## config.mk

```make
export PLATFORM = sky130hd
export DESIGN_NAME = pager_packet_interp
export DESIGN_NICKNAME = d
export VERILOG_FILES = /design/src/inc/pager_cfg_pkg.sv /design/src/hdl/clock_out_gen.sv /design/src/hdl/pager_packet_interp.sv
export VERILOG_INCLUDE_DIRS = /design/src /design/src/inc
export SDC_FILE = /design/constraint.sdc
export NUM_CORES = 1
export LEC_CHECK = 0
export ABC_CLOCK_PERIOD_IN_PS = 4640
export BUFFER_PORTS_ARGS = -buffer_cell sky130_fd_sc_hd__buf_2
export CAP_MARGIN = 0
export CORE_MARGIN = 2
export CORE_UTILIZATION = 35
export DETAILED_ROUTE_END_ITERATION = 6
export PLACE_DENSITY_LB_ADDON = 0.15
export SYNTH_ARGS = -nofsm -noshare
export SYNTH_HDL_FRONTEND = slang
export SYNTH_HIERARCHICAL = 1
export SYNTH_SLANG_ARGS = --single-unit
```

## constraint.sdc

```tcl
create_clock -name i_ref_clk -period 4.64 [get_ports i_ref_clk]
set_input_delay 1.16 -clock i_ref_clk [delete_from_list [all_inputs] [get_ports i_ref_clk]]
set_output_delay 1.16 -clock i_ref_clk [all_outputs]
set_load 0.005 [all_outputs]
```

## src/inc/pager_cfg_defines.svh

```systemverilog
// Constants for the packet interpreter: ids, field positions, reset values, timing
`ifndef PAGER_CFG_DEFINES_SVH
`define PAGER_CFG_DEFINES_SVH
`define PKT_BITS 6'd32
`define PKT_ID_CHECKSUM 8'h00
`define PKT_ID_CONFIG 8'h01
`define PKT_ID_CONTROL 8'h02
`define PKT_ID_SPECIAL_LO 8'h1C
`define PKT_ID_SPECIAL_HI 8'h1F
`define CFG_RESET 24'h000000
`define CFG_FRAC_DIS 22
`define CFG_DEMOD_EN 18
`define CFG_OSC_TOL_HI 17
`define CFG_OSC_TOL_LO 16
`define CFG_PARTIAL 10
`define CFG_POL_HIGH 9
`define CFG_POL_LOW 8
`define CFG_SYNC_REP 7
`define CFG_MAX_OFF 6
`define CFG_CLK_DIS 5
`define CFG_MIN_TMR 4
`define CFG_BAT_POL 3
`define CFG_INTERMIT 2
`define CTL_ON 0
`define CTL_MTC 4
`define ST_ID_STATUS 8'h7F
`define ST_ID_PART 8'hFF
`define ST_MINUTE_BIT 0
`define ST_SYNC_BIT 1
`define ST_BAT_BIT 2
`define CLK_GUARD_TICKS 4'h4
`define FRAC_NUM 5'h19
`define FRAC_DEN 5'h06
`endif

```

## src/inc/pager_cfg_pkg.sv

```systemverilog
// Types shared by the packet interpreter
package pager_cfg_pkg;
    typedef enum logic [1:0] {
        GATE_DISABLED = 2'b01,
        GATE_ENABLED = 2'b10
    } gate_state_t;
    typedef enum logic [1:0] {
        TOL_300PPM = 2'b00,
        TOL_150PPM = 2'b01,
        TOL_75PPM = 2'b10,
        TOL_0PPM = 2'b11
    } osc_tol_t;
endpackage

```

## src/hdl/clock_out_gen.sv

```systemverilog
// Receiver clock output generator; glitch-free gating only for intermittent mode, not clock disable
`timescale 1ns/1ps
`include "pager_cfg_defines.svh"
module clock_out_gen
(
    // Clock and reset
    input wire logic i_ref_clk,
    input wire logic i_sys_rst,
    // Crystal tick and settings
    input wire logic i_xtal_tick,
    input wire logic i_demod_enable,
    input wire logic i_frac_disable,
    input wire logic i_clock_disable,
    input wire logic i_intermittent,
    input wire logic i_receiver_on,
    // Clock out
    output logic o_clk
);
    logic [4:0] acc;
    logic [4:0] next_acc;
    logic clk_q;
    logic next_clk_q;
    logic gate;
    logic next_gate;
    logic [3:0] guard;
    logic [3:0] next_guard;
    logic half_tick;
    logic [4:0] inc;
    logic [4:0] lim;
    logic [5:0] sum;
    logic want;

    // ------------------------------------------------------------
    // Divider: half period = 2 ticks (/4), 1 tick (/2) or 25/12 ticks
    // ------------------------------------------------------------
    always_comb
    begin
        if (!i_demod_enable)
        begin
            inc = 5'h01;
            lim = 5'h01;
        end
        else if (i_frac_disable)
        begin
            inc = 5'h01;
            lim = 5'h02;
        end
        else
        begin
            inc = 5'(`FRAC_DEN * 2);
            lim = `FRAC_NUM;
        end
        half_tick = 1'b0;
        next_acc = acc;
        // One spare bit: accumulator plus step can pass 31 in fractional mode
        sum = {1'b0, acc} + {1'b0, inc};
        if (i_xtal_tick)
        begin
            if (sum >= {1'b0, lim})
            begin
                half_tick = 1'b1;
                next_acc = 5'(sum - {1'b0, lim});
            end
            else
            begin
                next_acc = sum[4:0];
            end
        end
        next_clk_q = half_tick ? ~clk_q : clk_q;
        // Guard window keeps the clock running 4 cycles after receiver activity ends
        next_guard = guard;
        if (i_receiver_on)
        begin
            next_guard = `CLK_GUARD_TICKS;
        end
        else if (half_tick && clk_q && guard != 4'h0)
        begin
            next_guard = 4'(guard - 4'h1);
        end
        want = !i_clock_disable && (!i_intermittent || i_receiver_on || guard != 4'h0);
        // Intermittent gate only changes while clock is low, unless clock disable is set: no runt pulses
        next_gate = gate;
        if (!i_intermittent || i_clock_disable)
        begin
            next_gate = want;
        end
        else if (!clk_q)
        begin
            next_gate = want;
        end
    end

    // Divider keeps running through reset so the output keeps toggling in reset
    always_ff @(posedge i_ref_clk)
    begin
        acc <= next_acc;
        clk_q <= next_clk_q;
        if (i_sys_rst)
        begin
            gate <= 1'b1;
            guard <= 4'h0;
            o_clk <= next_clk_q;
        end
        else
        begin
            gate <= next_gate;
            guard <= next_guard;
            o_clk <= next_gate & next_clk_q;
        end
    end
endmodule

```

## src/hdl/pager_packet_interp.sv

```systemverilog
// Host packet interpreter: checksum gate and configuration register
`timescale 1ns/1ps
`include "pager_cfg_defines.svh"
module pager_packet_interp
#(
    parameter logic [23:0] PART_ID = 24'h5A3C96, // Arbitrary identity value
    parameter int unsigned MINUTE_TICKS = 32'd9600000, // Crystal ticks per minute
    parameter int unsigned SEARCH_MIN_TICKS = 32'd9600000 // Crystal ticks per search minute
)
(
    // Clock and reset
    input wire logic i_ref_clk,
    input wire logic i_sys_rst,
    // Serial link, synchronous samples
    input wire logic i_ss_n,
    input wire logic i_sck,
    input wire logic i_mosi,
    // Crystal tick and receiver side
    input wire logic i_xtal_tick,
    input wire logic i_symbol_input_high,
    input wire logic i_symbol_input_low,
    input wire logic i_battery_detect_input,
    input wire logic i_sync_update_flag,
    input wire logic i_receiver_on,
    input wire logic i_async_search_zero,
    input wire logic i_search_start,
    input wire logic i_no_match_possible,
    // Outbound gating
    input wire logic i_report_taken,
    output logic o_output_enabled,
    output logic o_part_id_request,
    output logic o_status_request,
    output logic [7:0] o_status_flags,
    // Configuration and decoded views
    output logic [23:0] o_decoder_configuration,
    output logic [23:0] o_checksum,
    output logic o_demodulator_enable,
    output logic [1:0] o_oscillator_tolerance,
    output logic o_symbol_high,
    output logic o_symbol_low,
    output logic o_receiver_early_off,
    output logic o_search_timeout,
    output logic o_receiver_clock_out
);
    localparam int unsigned CNT_W = $clog2(MINUTE_TICKS * 4 + 1);

    // Search counter shares the minute counter's width
    if (MINUTE_TICKS < 1 || SEARCH_MIN_TICKS < 1 || SEARCH_MIN_TICKS > MINUTE_TICKS
        || CNT_W > 32)
    begin : g_bad_ticks
        $error("Tick counts out of range");
    end

    logic ss_q;
    logic sck_q;
    logic [31:0] shreg;
    logic [31:0] next_shreg;
    logic [5:0] bitcnt;
    logic [5:0] next_bitcnt;
    logic pkt_done;
    pager_cfg_pkg::gate_state_t gate;
    pager_cfg_pkg::gate_state_t next_gate;
    logic [23:0] csum;
    logic [23:0] next_csum;
    logic [23:0] cfg;
    logic [23:0] next_cfg;
    logic [7:0] pkt_id;
    logic [23:0] pkt_data;
    logic is_special;
    logic ctl_on;
    logic next_ctl_on;
    logic mtc_pulse;
    logic [CNT_W-1:0] min_cnt;
    logic [CNT_W-1:0] next_min_cnt;
    logic [CNT_W-1:0] srch_cnt;
    logic [CNT_W-1:0] next_srch_cnt;
    logic minute_ev;
    logic [7:0] flags;
    logic [7:0] next_flags;
    logic bat_flag;
    logic next_bat_flag;
    logic bat_reported;
    logic next_bat_reported;
    logic search_to;
    logic next_search_to;
    logic [CNT_W-1:0] search_lim;

    // ------------------------------------------------------------
    // Serial receive
    // ------------------------------------------------------------
    always_comb
    begin
        next_shreg = shreg;
        next_bitcnt = bitcnt;
        pkt_done = 1'b0;
        if (i_ss_n)
        begin
            next_bitcnt = 6'h00;
        end
        else if (ss_q)
        begin
            next_bitcnt = 6'h00;
        end
        else if (i_sck && !sck_q)
        begin
            next_shreg = {shreg[30:0], i_mosi};
            if (bitcnt == `PKT_BITS - 6'h01)
            begin
                pkt_done = 1'b1;
                next_bitcnt = 6'h00; // Back-to-back packets without deselect
            end
            else
            begin
                next_bitcnt = 6'(bitcnt + 6'h01);
            end
        end
    end

    always_ff @(posedge i_ref_clk)
    begin
        if (i_sys_rst)
        begin
            ss_q <= 1'b1;
            sck_q <= 1'b0;
            shreg <= 32'h0000_0000;
            bitcnt <= 6'h00;
        end
        else
        begin
            ss_q <= i_ss_n;
            sck_q <= i_sck;
            shreg <= next_shreg;
            bitcnt <= next_bitcnt;
        end
    end

    // ------------------------------------------------------------
    // Checksum gate and configuration
    // ------------------------------------------------------------
    assign pkt_id = next_shreg[31:24];
    assign pkt_data = next_shreg[23:0];
    assign is_special = pkt_id >= `PKT_ID_SPECIAL_LO && pkt_id <= `PKT_ID_SPECIAL_HI;

    always_comb
    begin
        next_gate = gate;
        next_csum = csum;
        next_cfg = cfg;
        next_ctl_on = ctl_on;
        mtc_pulse = 1'b0;
        if (pkt_done)
        begin
            if (pkt_id == `PKT_ID_CHECKSUM)
            begin
                if (gate == pager_cfg_pkg::GATE_DISABLED && pkt_data == csum)
                begin
                    next_gate = pager_cfg_pkg::GATE_ENABLED;
                end
            end
            else if (!is_special)
            begin
                next_csum = csum ^ pkt_data;
                next_gate = pager_cfg_pkg::GATE_DISABLED;
                if (pkt_id == `PKT_ID_CONFIG)
                begin
                    next_cfg = pkt_data;
                end
                if (pkt_id == `PKT_ID_CONTROL)
                begin
                    next_ctl_on = pkt_data[`CTL_ON];
                    mtc_pulse = pkt_data[`CTL_MTC];
                end
            end
        end
    end

    always_ff @(posedge i_ref_clk)
    begin
        if (i_sys_rst)
        begin
            gate <= pager_cfg_pkg::GATE_DISABLED;
            csum <= PART_ID;
            cfg <= `CFG_RESET;
            ctl_on <= 1'b0;
        end
        else
        begin
            gate <= next_gate;
            csum <= next_csum;
            cfg <= next_cfg;
            ctl_on <= next_ctl_on;
        end
    end

    // ------------------------------------------------------------
    // Timers and status flags
    // ------------------------------------------------------------
    assign search_lim = cfg[`CFG_MAX_OFF] ? CNT_W'(SEARCH_MIN_TICKS)
                                         : CNT_W'(SEARCH_MIN_TICKS * 4);

    always_comb
    begin
        next_min_cnt = min_cnt;
        minute_ev = 1'b0;
        if (!cfg[`CFG_MIN_TMR] || (pkt_done && pkt_id == `PKT_ID_CONFIG
            && pkt_data[`CFG_MIN_TMR] && !cfg[`CFG_MIN_TMR]) || mtc_pulse)
        begin
            next_min_cnt = '0;
        end
        else if (i_xtal_tick)
        begin
            if (min_cnt == CNT_W'(MINUTE_TICKS - 1))
            begin
                next_min_cnt = '0;
                minute_ev = 1'b1;
            end
            else
            begin
                next_min_cnt = CNT_W'(min_cnt + 1'b1);
            end
        end
        next_srch_cnt = srch_cnt;
        next_search_to = 1'b0;
        if (i_search_start || !i_async_search_zero)
        begin
            next_srch_cnt = '0;
        end
        else if (i_xtal_tick)
        begin
            if (srch_cnt >= CNT_W'(search_lim - 1'b1))
            begin
                next_srch_cnt = '0;
                next_search_to = 1'b1;
            end
            else
            begin
                next_srch_cnt = CNT_W'(srch_cnt + 1'b1);
            end
        end
        next_bat_flag = bat_flag;
        next_bat_reported = bat_reported;
        if (next_ctl_on && !ctl_on)
        begin
            next_bat_flag = ~cfg[`CFG_BAT_POL];
            next_bat_reported = 1'b0;
        end
        else
        begin
            next_bat_flag = i_battery_detect_input ^ ~cfg[`CFG_BAT_POL];
        end
        // Set wins over the clear by the host taking the report
        next_flags = i_report_taken ? 8'h00 : flags;
        if (minute_ev)
        begin
            next_flags[`ST_MINUTE_BIT] = 1'b1;
        end
        if (i_sync_update_flag && cfg[`CFG_SYNC_REP])
        begin
            next_flags[`ST_SYNC_BIT] = 1'b1;
        end
        if (ctl_on && !bat_reported && next_bat_flag == cfg[`CFG_BAT_POL])
        begin
            next_flags[`ST_BAT_BIT] = 1'b1;
            next_bat_reported = 1'b1;
        end
    end

    always_ff @(posedge i_ref_clk)
    begin
        if (i_sys_rst)
        begin
            min_cnt <= '0;
            srch_cnt <= '0;
            flags <= 8'h00;
            bat_flag <= 1'b1;
            bat_reported <= 1'b0;
            search_to <= 1'b0;
        end
        else
        begin
            min_cnt <= next_min_cnt;
            srch_cnt <= next_srch_cnt;
            flags <= next_flags;
            bat_flag <= next_bat_flag;
            bat_reported <= next_bat_reported;
            search_to <= next_search_to;
        end
    end

    // ------------------------------------------------------------
    // Registered outputs
    // ------------------------------------------------------------
    always_ff @(posedge i_ref_clk)
    begin
        if (i_sys_rst)
        begin
            o_output_enabled <= 1'b0;
            o_part_id_request <= 1'b0;
            o_status_request <= 1'b0;
            o_status_flags <= 8'h00;
            o_decoder_configuration <= `CFG_RESET;
            o_checksum <= PART_ID;
            o_demodulator_enable <= 1'b0;
            o_oscillator_tolerance <= pager_cfg_pkg::TOL_300PPM;
            o_symbol_high <= 1'b0;
            o_symbol_low <= 1'b0;
            o_receiver_early_off <= 1'b0;
            o_search_timeout <= 1'b0;
        end
        else
        begin
            o_output_enabled <= next_gate == pager_cfg_pkg::GATE_ENABLED;
            o_part_id_request <= next_gate == pager_cfg_pkg::GATE_DISABLED;
            o_status_request <= next_gate == pager_cfg_pkg::GATE_ENABLED
                                && next_flags != 8'h00;
            o_status_flags <= next_flags;
            o_decoder_configuration <= next_cfg;
            o_checksum <= next_csum;
            o_demodulator_enable <= next_cfg[`CFG_DEMOD_EN];
            o_oscillator_tolerance <= next_cfg[`CFG_OSC_TOL_HI:`CFG_OSC_TOL_LO];
            o_symbol_high <= i_symbol_input_high ^ next_cfg[`CFG_POL_HIGH];
            o_symbol_low <= i_symbol_input_low ^ next_cfg[`CFG_POL_LOW];
            o_receiver_early_off <= next_cfg[`CFG_PARTIAL] && i_no_match_possible;
            o_search_timeout <= search_to;
        end
    end

    clock_out_gen u_clock_out_gen
    (
        .i_ref_clk(i_ref_clk),
        .i_sys_rst(i_sys_rst),
        .i_xtal_tick(i_xtal_tick),
        .i_demod_enable(cfg[`CFG_DEMOD_EN]),
        .i_frac_disable(cfg[`CFG_FRAC_DIS]),
        .i_clock_disable(cfg[`CFG_CLK_DIS]),
        .i_intermittent(cfg[`CFG_INTERMIT]),
        .i_receiver_on(i_receiver_on),
        .o_clk(o_receiver_clock_out)
    );
endmodule

```

Yosys cells after proc, flatten, opt, wreduce, memory -nomap -nowiden
Cells that the tools add are included.
Storage, ports and cells
  register bits: 175
  input port bits: 15
  word-level logic and storage cells: 150
Operators by class
  $add $sub $neg: 7
  magnitude comparators: 4
  equality and inequality tests: 9
  mux-type cells: 51
  bitwise logic cells: 10
  reductions and logical operators: 40
Operators by type and width (count)
  32-bit two-way mux: 3
  26-bit two-way mux: 3
  19-bit two-way mux: 4
  26-bit by 1-bit adder with 26-bit output (second input constant): 2
  1-bit two-way mux: 28
  26-bit by 24-bit equality test with 1-bit output (second input constant): 1
  26-bit >= comparator: 1
  26-bit by 1-bit subtractor with 26-bit output (second input constant): 1
  24-bit equality test: 1
  24-bit bitwise XOR: 1
  5-bit two-way mux: 4
  1-bit logical AND: 15
  8-bit by 1-bit equality test with 1-bit output (second input constant): 1
  8-bit by 2-bit equality test with 1-bit output (second input constant): 1
  8-bit by 5-bit >= comparator with 1-bit output (second input constant): 1
  8-bit by 5-bit less-or-equal comparator with 1-bit output (second input constant): 1
  8-bit zero test: 1
  2-bit two-way mux: 4
  8-bit two-way mux: 1
  8-bit nonzero test: 1
  1-bit zero test: 7
  5-bit by 5-bit adder with 6-bit output: 1
  6-bit by 1-bit adder with 6-bit output (second input constant): 1
  6-bit by 5-bit equality test with 1-bit output (second input constant): 1
  19 further kinds: 36

Logic depth before layout (Yosys ltp)
Gate-level depths: netlist (run 1).
  depth in word-level cells: 17
  gate-level depth with buffers: 20

Hierarchy
Netlist (run 1), hierarchy kept.
Modules (own cells, without submodules)
  pager_packet_interp: times used 1, cells an instance 828, area each 7098.1 um^2, sequential area each 3203.1 um^2
  clock_out_gen: times used 1, cells an instance 94, area each 947.2 um^2, sequential area each 290.3 um^2

Worst setup path after synthesis (run 1)
Ideal clock, no wire load.
  path kind: flip-flop to flip-flop
  start point: register o_decoder_configuration[18] (netlist name)
  end point: register u_clock_out_gen.guard[1]
  arrival time: 3402 ps
  slack: 1123 ps
  stages on the path, launching flop included: 17
  path through: dfxtp_1 > nor2b_4 > buf_6 > inv_1 > ha_1 > ha_1 > or2_0 > a21oi_1 > nor2_1 > xnor2_1 > ha_1 > a311oi_4 > nand2_4 > and2_1 > ha_1 > and2_1 > a2111oi_0
RTL lines
  to (signal assigned): RTL line clock_out_gen.sv:107  | guard <= next_guard;
  to (decl): RTL line clock_out_gen.sv:25  | logic [3:0] guard;

==> run summary, run 1 <==
Status -> complete, no violations
Routed vias -> 6380
CTS root buf -> clkbuf_16
Drt first pass iters -> 5
CP most frequent cell -> ha_1
Antenna diodes -> 0
Gpl congestion -> 0.890
CP max stage delay -> 390 ps
Slew HR -> 0.528
Synth Area per Inst -> 8.73 um^2
Cts bufs inserted -> 17
Synthesis Warnings -> 6
R2R Setup Slk -> 830 ps
Largest family of logic cells by synthesized area -> simple AND/OR/NAND/NOR gates
Sw Share -> 0.264
Clock share of power -> 0.402
Area of the core -> 22600 um^2
Fmax -> 262 MHz
Commonest non-fill, non-tap cell in the layout -> dfxtp_1
Share of post-route cells with drive strength above 1 -> 0.150
Compound-gate portion of the synthesized area -> 0.115
Lkg Pwr -> 3.67 nW
Worst Reg2Reg Path Length in Cells -> 15
Post-DR vias/cell -> 4.93
#FFs+latches synth -> 172
Final period utilization -> 0.822
Most common flop cell mapped by yosys -> dfxtp_1
Crit path capture type -> flip-flop
XOR/XNOR Fraction of Synth Area -> 0.108
CP max FO -> 7
Max_cap viols -> 0
Seq pwr share -> 0.456
Met3 Resource Use GR -> 0.0358
Register area share after synthesis -> 0.434
Met1 GRT Util -> 0.232
Post-cts gate resize count -> 0
RR Endpoint -> u_clock_out_gen/guard[1]$_SDFFE_PP0P_
CTS tree -> done
Worst Tran Pin Value -> 708 ps
Hold_sp -> search_to$_SDFF_PP0_
Simple-gate portion of the synthesized area -> 0.230
Peak VDD IR -> 0.173 mV
Hold EP -> o_search_timeout$_SDFF_PP0_
Hold Buf Count CTS -> 0
Multiplexer share of the synthesized area -> 0.0365
Mapped Area -> 8050 um^2
Total grt overflow -> 0
Synthesis-to-finish area growth -> 15.9%
Most frequent cells in the layout -> dfxtp_1 (167), nor2_1 (160), buf_2 (80)
P per Cell Area -> 375 nW/um^2
Die width -> 156 um
CP Data Required Time -> 4950 ps
RSZ-0062 raised after global routing -> no
Switching pwr -> 0.000923 W
Adder-cell share of the synthesized area -> 0.0351
Cell family with most CP delay -> simple AND/OR/NAND/NOR gates
Utilization after layout -> 0.413
PortBufs -> 81
Clk Latency, worst-skew pair -> 420 ps
Cell Int Power -> 0.00257 W
DR DRC count -> 0
Initial antenna violation count -> 0
1st-iter DRT viols -> 316
CTS clk-pin slew, worst paths -> 70 ps
Grt peak-use layer -> met2
Number of global-route vias before repair -> 6125
Worst-path cell chain -> nor2b_4 -> inv_1 -> ha_1 -> ha_1 -> or2_0 -> a21oi_1 -> nor2_1 -> xnor2_1 -> ha_1 -> a311oi_4 -> nand2_4 -> and2_1 -> ha_1 -> and2_1 -> a2111oi_0
Final setup TNS -> 0 ps
Total GRT Usage -> 0.169
Syn nets -> 959
Comb power frac -> 0.142
DRT antenna net count -> 0
Worst hold margin -> 437 ps
First-pass GRT wire length -> 32.3 mm
Startpoint types -> flip-flop
Final HPWL DP -> 14.2 mm
Yosys cell types -> 77
Critical Path AT -> 4120 ps
Ports -> 82
Slowest-stage cell, CP -> dfxtp_1
Die Y-Extent -> 156 um
Post-CTS setup repair buffer count -> 0
Site Rows -> 55
Asr flop ratio synth -> 0
Fin crit period -> 3810 ps
Hold WC Path Type -> reg -> reg
DRT Wirelength -> 19.8 mm
Final Hold Viols -> 0
Largest net degree at the start of global routing -> 57
Met2 Track Usage GR -> 0.269
Setup violators final -> 0
Critical path class -> reg -> reg
RR Startpoint -> o_decoder_configuration[22]$_SDFFE_PP0P_
H-tree depth -> 4
WP buf/inv -> 1
Clk buf depth -> 2
Fin. max-slew vios -> 0
Starting Density -> 0.356
Cells after Synth -> 922
Post-synth EDFFs -> 5
Final Skew -> 11.7 ps
WHS Path Cells -> 1
# nets final -> 1034
Sink Count -> 172
DR WL/cell -> 15.3 um
Die footprint -> 24200 um^2
layout make-up:
cell class	instances	area, um^2
multi-input combinational	675	4230
tap	285	357
clock buffer	21	470
timing repair buffer	94	518
inverter	37	146
sequential	172	3490
fill	2328	13300
clock inverter	11	109
worst register-to-register path: stages (launching register included):
cell and delay [ps]:
dfxtp_1 390, nor2b_4 310, inv_1 80, ha_1 250, ha_1 260, or2_0 210, a21oi_1 230, nor2_1 90
xnor2_1 130, ha_1 350, a311oi_4 340, nand2_4 120, and2_1 180, ha_1 200, and2_1 190, a2111oi_0 370
Yosys cell counts, drive strengths merged (4+ instances only):
library cell,n,share of area
nand2,79,0.038
and3,13,0.010
nor2b,18,0.015
clkbuf,21,0.0098
o22ai,8,0.0062
a21oi,61,0.039
xor2,52,0.057
and2,17,0.013
a21o,8,0.0075
nor2,160,0.075
xnor2,46,0.051
nor4,9,0.0070
nor3,11,0.0068
ha,21,0.033
dfxtp,167,0.42
or3,4,0.0031
inv,37,0.018
and4,5,0.0054
nand4,21,0.016
nand3,32,0.021
o21ai,17,0.011
o31ai,8,0.0081
edfxtp,5,0.019
or2,6,0.0047
buf,17,0.014
a31oi,7,0.0054
mux2i,26,0.033
sequential cells by signal (all words and copies together), names as in the netlist, 5 cells and up:
register,count
min_cnt,26
bitcnt,6
srch_cnt,26
shreg,32
o_decoder_configuration,24
o_status_flags,8
u_clock_out_gen/acc,5
o_checksum,24
power groups by stage:
stage / logic [W] / clock network [W] / registers [W]
finish: 0.000495 / 0.00140 / 0.00159
global route: 0.000550 / 0.00151 / 0.00160
CTS: 0.000498 / 0.00145 / 0.00159
detailed placement: 0.000494 / 0 / 0.00163
global placement: 0.000494 / 0 / 0.00162
floorplan: 0.000427 / 0 / 0.00160
per-stage QoR:
| step | worst slack (ps) | instances | power, W | instance area, um^2 |
|---|---|---|---|---|
| after CTS | 779 | 1295 | 0.00354 | 9320 |
| after detailed placement | 602 | 1263 | 0.00212 | 8740 |
| final | 828 | 1295 | 0.00349 | 9320 |
| after floorplan | 1120 | 922 | 0.00203 | 8050 |
| after global routing | 469 | 1295 | 0.00366 | 9320 |
| after global placement | 643 | 1263 | 0.00212 | 8740 |
logic make-up (layout without fill, tap and decap cells):
kind of cell / count (synthesis) / count (layout)
xor+xnor: 98 / 98
buf+inv: 75 / 163
compound gates: 138 / 138
simple gates: 389 / 389
fa+ha+maj: 22 / 22
flops: 172 / 172
mux: 28 / 28
layer usage:
layer | routed length, um | share of wire
met1 | 9930 | 0.50
met2 | 8960 | 0.45
met3 | 706 | 0.036
met4 | 199 | 0.010
met5 | 0 | 0
worst max-delay path by stage:
stage | start | to | slack, ps | cells after the start
2_1_floorplan | o_decoder_configuration[18]$_SDFFE_PP0P_ | u_clock_out_gen/guard[1]$_SDFFE_PP0P_ | 1120 | 16
3_3_place_gp | i_ss_n | o_part_id_request$_SDFF_PP0_ | 640 | 9
3_5_place_dp | i_ss_n | o_part_id_request$_SDFF_PP0_ | 600 | 9
4_1_cts | o_decoder_configuration[22]$_SDFFE_PP0P_ | u_clock_out_gen/guard[1]$_SDFFE_PP0P_ | 780 | 15
5_1_grt | o_decoder_configuration[22]$_SDFFE_PP0P_ | u_clock_out_gen/guard[1]$_SDFFE_PP0P_ | 470 | 15
6_report | o_decoder_configuration[22]$_SDFFE_PP0P_ | u_clock_out_gen/guard[1]$_SDFFE_PP0P_ | 830 | 15
No activity file was read; power rests on OpenSTA's default activity.
==> run 2, diff against run 1 <==
--- a/config.mk
+++ b/config.mk
@@ -6,7 +6,7 @@
 export SDC_FILE = /design/constraint.sdc
 export NUM_CORES = 1
 export LEC_CHECK = 0
-export ABC_CLOCK_PERIOD_IN_PS = 4640
+export ABC_CLOCK_PERIOD_IN_PS = 3620
 export BUFFER_PORTS_ARGS = -buffer_cell sky130_fd_sc_hd__buf_2
 export CAP_MARGIN = 0
 export CORE_MARGIN = 2
==> constraint.sdc (replaced) <==
create_clock -name i_ref_clk -period 3.62 [get_ports i_ref_clk]
set_input_delay 0.905 -clock i_ref_clk [delete_from_list [all_inputs] [get_ports i_ref_clk]]
set_output_delay 0.905 -clock i_ref_clk [all_outputs]
set_load 0.005 [all_outputs]
==> run summary, run 2 (synthesized netlist as in run 1, its figures left out) <==
Crit path to -> u_clock_out_gen/guard[1]$_SDFFE_PP0P_
Fmax -> 299 MHz
CTS tree -> done
Synthesis-to-finish area growth -> 18.7%
Largest net degree at the start of global routing -> 52
CTS clk-pin slew, worst paths -> 70 ps
Antenna diodes -> 0
P per Cell Area -> 478 nW/um^2
Setup ws final -> 276 ps
Setup violators final -> 0
1st-iter DRT viols -> 364
Number of global-route vias before repair -> 6176
RR Startpoint -> o_decoder_configuration[18]$_SDFFE_PP0P_
Clk Latency, worst-skew pair -> 430 ps
Share of post-route cells with drive strength above 1 -> 0.172
Sink Count -> 172
PortBufs -> 81
Final Hold Viols -> 0
DR WL/cell -> 15.4 um
Peak VDD IR -> 0.222 mV
Status -> complete, no violations
CTS root buf -> clkbuf_16
Critical path class -> reg -> reg
Hold WC Path Type -> reg -> reg
Site Rows -> 55
Area of the core -> 22600 um^2
Worst-path cell chain -> nor2b_4 -> inv_1 -> ha_1 -> ha_2 -> or2_0 -> a21oi_2 -> nor2_1 -> xnor2_1 -> ha_2 -> a311oi_4 -> nand2_4 -> and2_1 -> ha_1 -> and2_1 -> a2111oi_2
Cts bufs inserted -> 17
# nets final -> 1060
Number of flip-flops under the largest register name -> 32
CP Data Required Time -> 3950 ps
DRT Wirelength -> 20.3 mm
Grt peak-use layer -> met2
Worst Reg2Reg Path Length in Cells -> 15
Initial antenna violation count -> 0
Max_cap viols -> 0
Startpoint types -> flip-flop
Most flop-heavy register -> shreg
Die width -> 156 um
Drt first pass iters -> 5
Slowest-stage cell, CP -> a311oi_4
R2R Setup Slk -> 280 ps
Total GRT Usage -> 0.175
CP max stage delay -> 360 ps
Final Skew -> 13.0 ps
Regs by FF count -> shreg: 32 flops, min_cnt: 26 flops, srch_cnt: 26 flops
Met2 Track Usage GR -> 0.265
Total grt overflow -> 0
Lkg Pwr -> 3.78 nW
Routed vias -> 6545
Die Y-Extent -> 156 um
Ports -> 82
Clk buf depth -> 2
DR DRC count -> 0
Met1 GRT Util -> 0.245
DRT antenna net count -> 0
Crit path capture type -> flip-flop
Critical Path AT -> 3670 ps
Pre-CTS setup slack -> -37.1 ps
Setup crit start -> o_decoder_configuration[18]$_SDFFE_PP0P_
Most frequent cells in the layout -> dfxtp_1 (167), nor2_1 (160), buf_2 (80)
Fin. max-slew vios -> 0
Worst Tran Pin Value -> 763 ps
CP max FO -> 4
First-pass GRT wire length -> 33.3 mm
Post-DR vias/cell -> 4.95
RR Endpoint -> u_clock_out_gen/guard[1]$_SDFFE_PP0P_
Final HPWL DP -> 14.7 mm
Slew HR -> 0.486
Die footprint -> 24200 um^2
H-tree depth -> 4
Starting Density -> 0.356
Final period utilization -> 0.924
Met3 Resource Use GR -> 0.0469
Gpl congestion -> 0.895
RSZ-0062 raised after global routing -> no
Final setup TNS -> 0 ps
Commonest non-fill, non-tap cell in the layout -> dfxtp_1
Utilization after layout -> 0.423
Fin crit period -> 3340 ps
==> run 2: area by class of cell <==
class                           instances  area (um^2)
Clock buffer                           22          454
Clock inverter                         10          118
Fill cell                            2335        13000
Inverter                               37          146
Multi-Input combinational cell        675         4240
Sequential cell                       172         3490
Tap cell                              285          357
Timing Repair Buffer                  120          738
==> run 2: metal layers <==
| metal | routed length, um | up-vias |
|---|---|---|
| met5 | 0 | - |
| met4 | 241 | 0 |
| met3 | 927 | 22 |
| met2 | 9100 | 116 |
| met1 | 10100 | 3060 |
| li1 | - | 3347 |
==> run 2: what timing repair did <==
item                                    CTS  global route
hold buffers                              0             0
buffers inserted                          0             2
endpoints found under the setup margin    0             3
gates resized for setup                   0             5
==> run 2: power by group <==
| part | leakage [nW] | internal, W | switching [W] |
|---|---|---|---|
| registers | 1.40 | 0.00198 | 0.0000592 |
| clock network | 0.266 | 0.00103 | 0.000771 |
| logic | 2.12 | 0.000354 | 0.000362 |
| total | 3.78 | 0.00337 | 0.00119 |
==> run 2: worst min-delay path by stage <==
stage                             endpoint                  from  slack [ps]  cells after the start
2_1_floorplan  o_search_timeout$_SDFF_PP0_  search_to$_SDFF_PP0_         410                      1
3_3_place_gp   o_search_timeout$_SDFF_PP0_  search_to$_SDFF_PP0_         430                      1
3_5_place_dp   o_search_timeout$_SDFF_PP0_  search_to$_SDFF_PP0_         430                      1
4_1_cts        o_search_timeout$_SDFF_PP0_  search_to$_SDFF_PP0_         450                      1
5_1_grt        o_search_timeout$_SDFF_PP0_  search_to$_SDFF_PP0_         460                      1
6_report       o_search_timeout$_SDFF_PP0_  search_to$_SDFF_PP0_         440                      1
==> run 2: through the flow <==
stage          hold WS, ps  std cells  power (W)  instance area [um^2]
2_1_floorplan          414        922    0.00260                  8050
3_3_place_gp           428       1287    0.00275                  8950
3_5_place_dp           432       1287    0.00276                  8950
4_1_cts                448       1319    0.00458                  9520
5_1_grt                464       1321    0.00480                  9550
6_report               440       1321    0.00456                  9550
==> run 2: worst max-delay path, delay by kind of cell, from the launching register on <==
kind            cells  cell delay (ps)
fa+ha+maj           4              930
xor+xnor            1              140
simple gates        6              880
flops               1              330
buf+inv             1               50
compound gates      3              900
==> run 3, diff against run 2 <==
--- a/config.mk
+++ b/config.mk
@@ -6,7 +6,7 @@
 export SDC_FILE = /design/constraint.sdc
 export NUM_CORES = 1
 export LEC_CHECK = 0
-export ABC_CLOCK_PERIOD_IN_PS = 3620
+export ABC_CLOCK_PERIOD_IN_PS = 3300
 export BUFFER_PORTS_ARGS = -buffer_cell sky130_fd_sc_hd__buf_2
 export CAP_MARGIN = 0
 export CORE_MARGIN = 2
==> constraint.sdc (replaced) <==
create_clock -name i_ref_clk -period 3.3 [get_ports i_ref_clk]
set_input_delay 0.825 -clock i_ref_clk [delete_from_list [all_inputs] [get_ports i_ref_clk]]
set_output_delay 0.825 -clock i_ref_clk [all_outputs]
set_load 0.005 [all_outputs]
==> run summary, run 3 (synthesized netlist as in run 1, its figures left out) <==
Hold_sp -> search_to$_SDFF_PP0_
Sink Count -> 172
Commonest non-fill, non-tap cell in the layout -> dfxtp_1
Max_cap viols -> 0
Lkg Pwr -> 3.85 nW
Dpl cells -> 1295
Hold WC Path Type -> reg -> reg
H-tree depth -> 4
Regs by FF count -> shreg: 32 flops, min_cnt: 26 flops, srch_cnt: 26 flops
Drt first pass iters -> 5
CTS root buf -> clkbuf_16
Die width -> 156 um
Number of global-route vias before repair -> 6167
Fin. max-slew vios -> 0
Largest net degree at the start of global routing -> 58
Clk Latency, worst-skew pair -> 430 ps
Slew HR -> 0.491
Startpoint types -> flip-flop
Most frequent cells in the layout -> dfxtp_1 (166), nor2_1 (160), buf_2 (80)
Final HPWL DP -> 14.7 mm
PortBufs -> 81
Cell Count, Final, Fillers Out -> 1327
WHS Path Cells -> 1
Post-DR vias/cell -> 4.97
Slowest-stage cell, CP -> dfxtp_2
Critical Path AT -> 3380 ps
Worst Tran Pin Value -> 756 ps
Final period utilization -> 0.939
CTS clk-pin slew, worst paths -> 70 ps
Most flop-heavy register -> shreg
Site Rows -> 55
Total grt overflow -> 0
1st-iter DRT viols -> 345
Setup crit start -> o_decoder_configuration[18]$_SDFFE_PP0P_
Worst-path cell chain -> nor2b_4 -> inv_2 -> ha_4 -> ha_4 -> or2_0 -> a21oi_2 -> nor2_1 -> xnor2_1 -> ha_2 -> a311oi_4 -> nand2_4 -> and2_1 -> ha_2 -> and2_4 -> nand2_1 -> xor2_1 -> nor3_1
# nets final -> 1067
Area of the core -> 22600 um^2
CP max FO -> 4
Status -> complete, no violations
Number of flip-flops under the largest register name -> 32
CP max stage delay -> 330 ps
Crit path capture type -> flip-flop
Initial antenna violation count -> 0
First-pass GRT wire length -> 32.4 mm
DR DRC count -> 0
Setup violators final -> 0
WP buf/inv -> 1
Final instance area -> 9690 um^2
Fmax -> 323 MHz
Cts bufs inserted -> 17
Starting Density -> 0.356
CP Data Required Time -> 3580 ps
Die footprint -> 24200 um^2
WP depth -> 17
Worst Reg2Reg Path Length in Cells -> 17
Setup ws final -> 201 ps
Final Hold Viols -> 0
Peak VDD IR -> 0.259 mV
CTS tree -> done
Final Skew -> 14.6 ps
Pre-CTS setup slack -> -125 ps
Total GRT Usage -> 0.169
Clk buf depth -> 2
Cell family with most CP delay -> simple AND/OR/NAND/NOR gates
Antenna diodes -> 0
Synthesis-to-finish area growth -> 20.5%
DR WL/cell -> 15.2 um
DRT Wirelength -> 20.2 mm
Fin crit period -> 3100 ps
DRT antenna net count -> 0
Share of post-route cells with drive strength above 1 -> 0.181
Die Y-Extent -> 156 um
Critical path class -> reg -> reg
Gpl congestion -> 0.850
Dpl cell area -> 9050 um^2
RSZ-0062 raised after global routing -> no
RR Startpoint -> o_decoder_configuration[18]$_SDFFE_PP0P_
Routed vias -> 6595
Ports -> 82
P per Cell Area -> 531 nW/um^2
Hold Buf Count CTS -> 0
[run 3: changes by cell type in the layout (fill, tap and decap cells not counted), sizes merged]
cell    before  now
buf        120  127
bufinv       2    3
clkinv       4    2
[run 3: report_power, final]
group	internal, W	leakage [nW]	switching [W]	total (W)
clock	0.00125	0.285	0.000832	0.00208
combinational	0.000416	2.16	0.000416	0.000831
sequential	0.00217	1.40	0.0000560	0.00223
total	0.00384	3.85	0.00130	0.00514
[run 3: area by class of cell]
class                      count  area, um^2
sequential                   172        3490
tap                          285         357
clock buffer                  22         474
inverter                      37         146
multi-input combinational    675        4270
fill                        2266       12900
clock inverter                 9         138
timing repair buffer         127         816
[run 3: final timing paths]
path	endpoint	slack, ps
setup reg to reg	u_clock_out_gen/guard[3]$_SDFFE_PP0P_	200
hold / removal	o_search_timeout$_SDFF_PP0_	440
setup / recovery	u_clock_out_gen/guard[3]$_SDFFE_PP0P_	200
hold reg to reg	o_search_timeout$_SDFF_PP0_	440
[run 3: through the flow]
step	util	setup TNS, ps	hold WS [ps]	total power (W)
finish	0.429	0	439	0.00514
global route	0.429	0	465	0.00537
CTS	0.428	0	442	0.00517
detailed placement	0.401	-622	426	0.00307
global placement	0.401	-445	419	0.00305
floorplan	-	0	414	0.00287
[run 3: routing by layer]
layer  vias up  wire length (um)  GRT usage
met4         0               301     0.0529
met1      3080             10100      0.234
met5         -                 0          0
met2       125              9050      0.268
met3        22               701     0.0311
li1       3368                 -          -
[run 3: timing repair]
action | in CTS | in global routing
hold endpoints to repair | 0 | 0
buffers inserted | 0 | 1
gates resized for setup | 0 | 5
setup endpoints to repair | 0 | 4
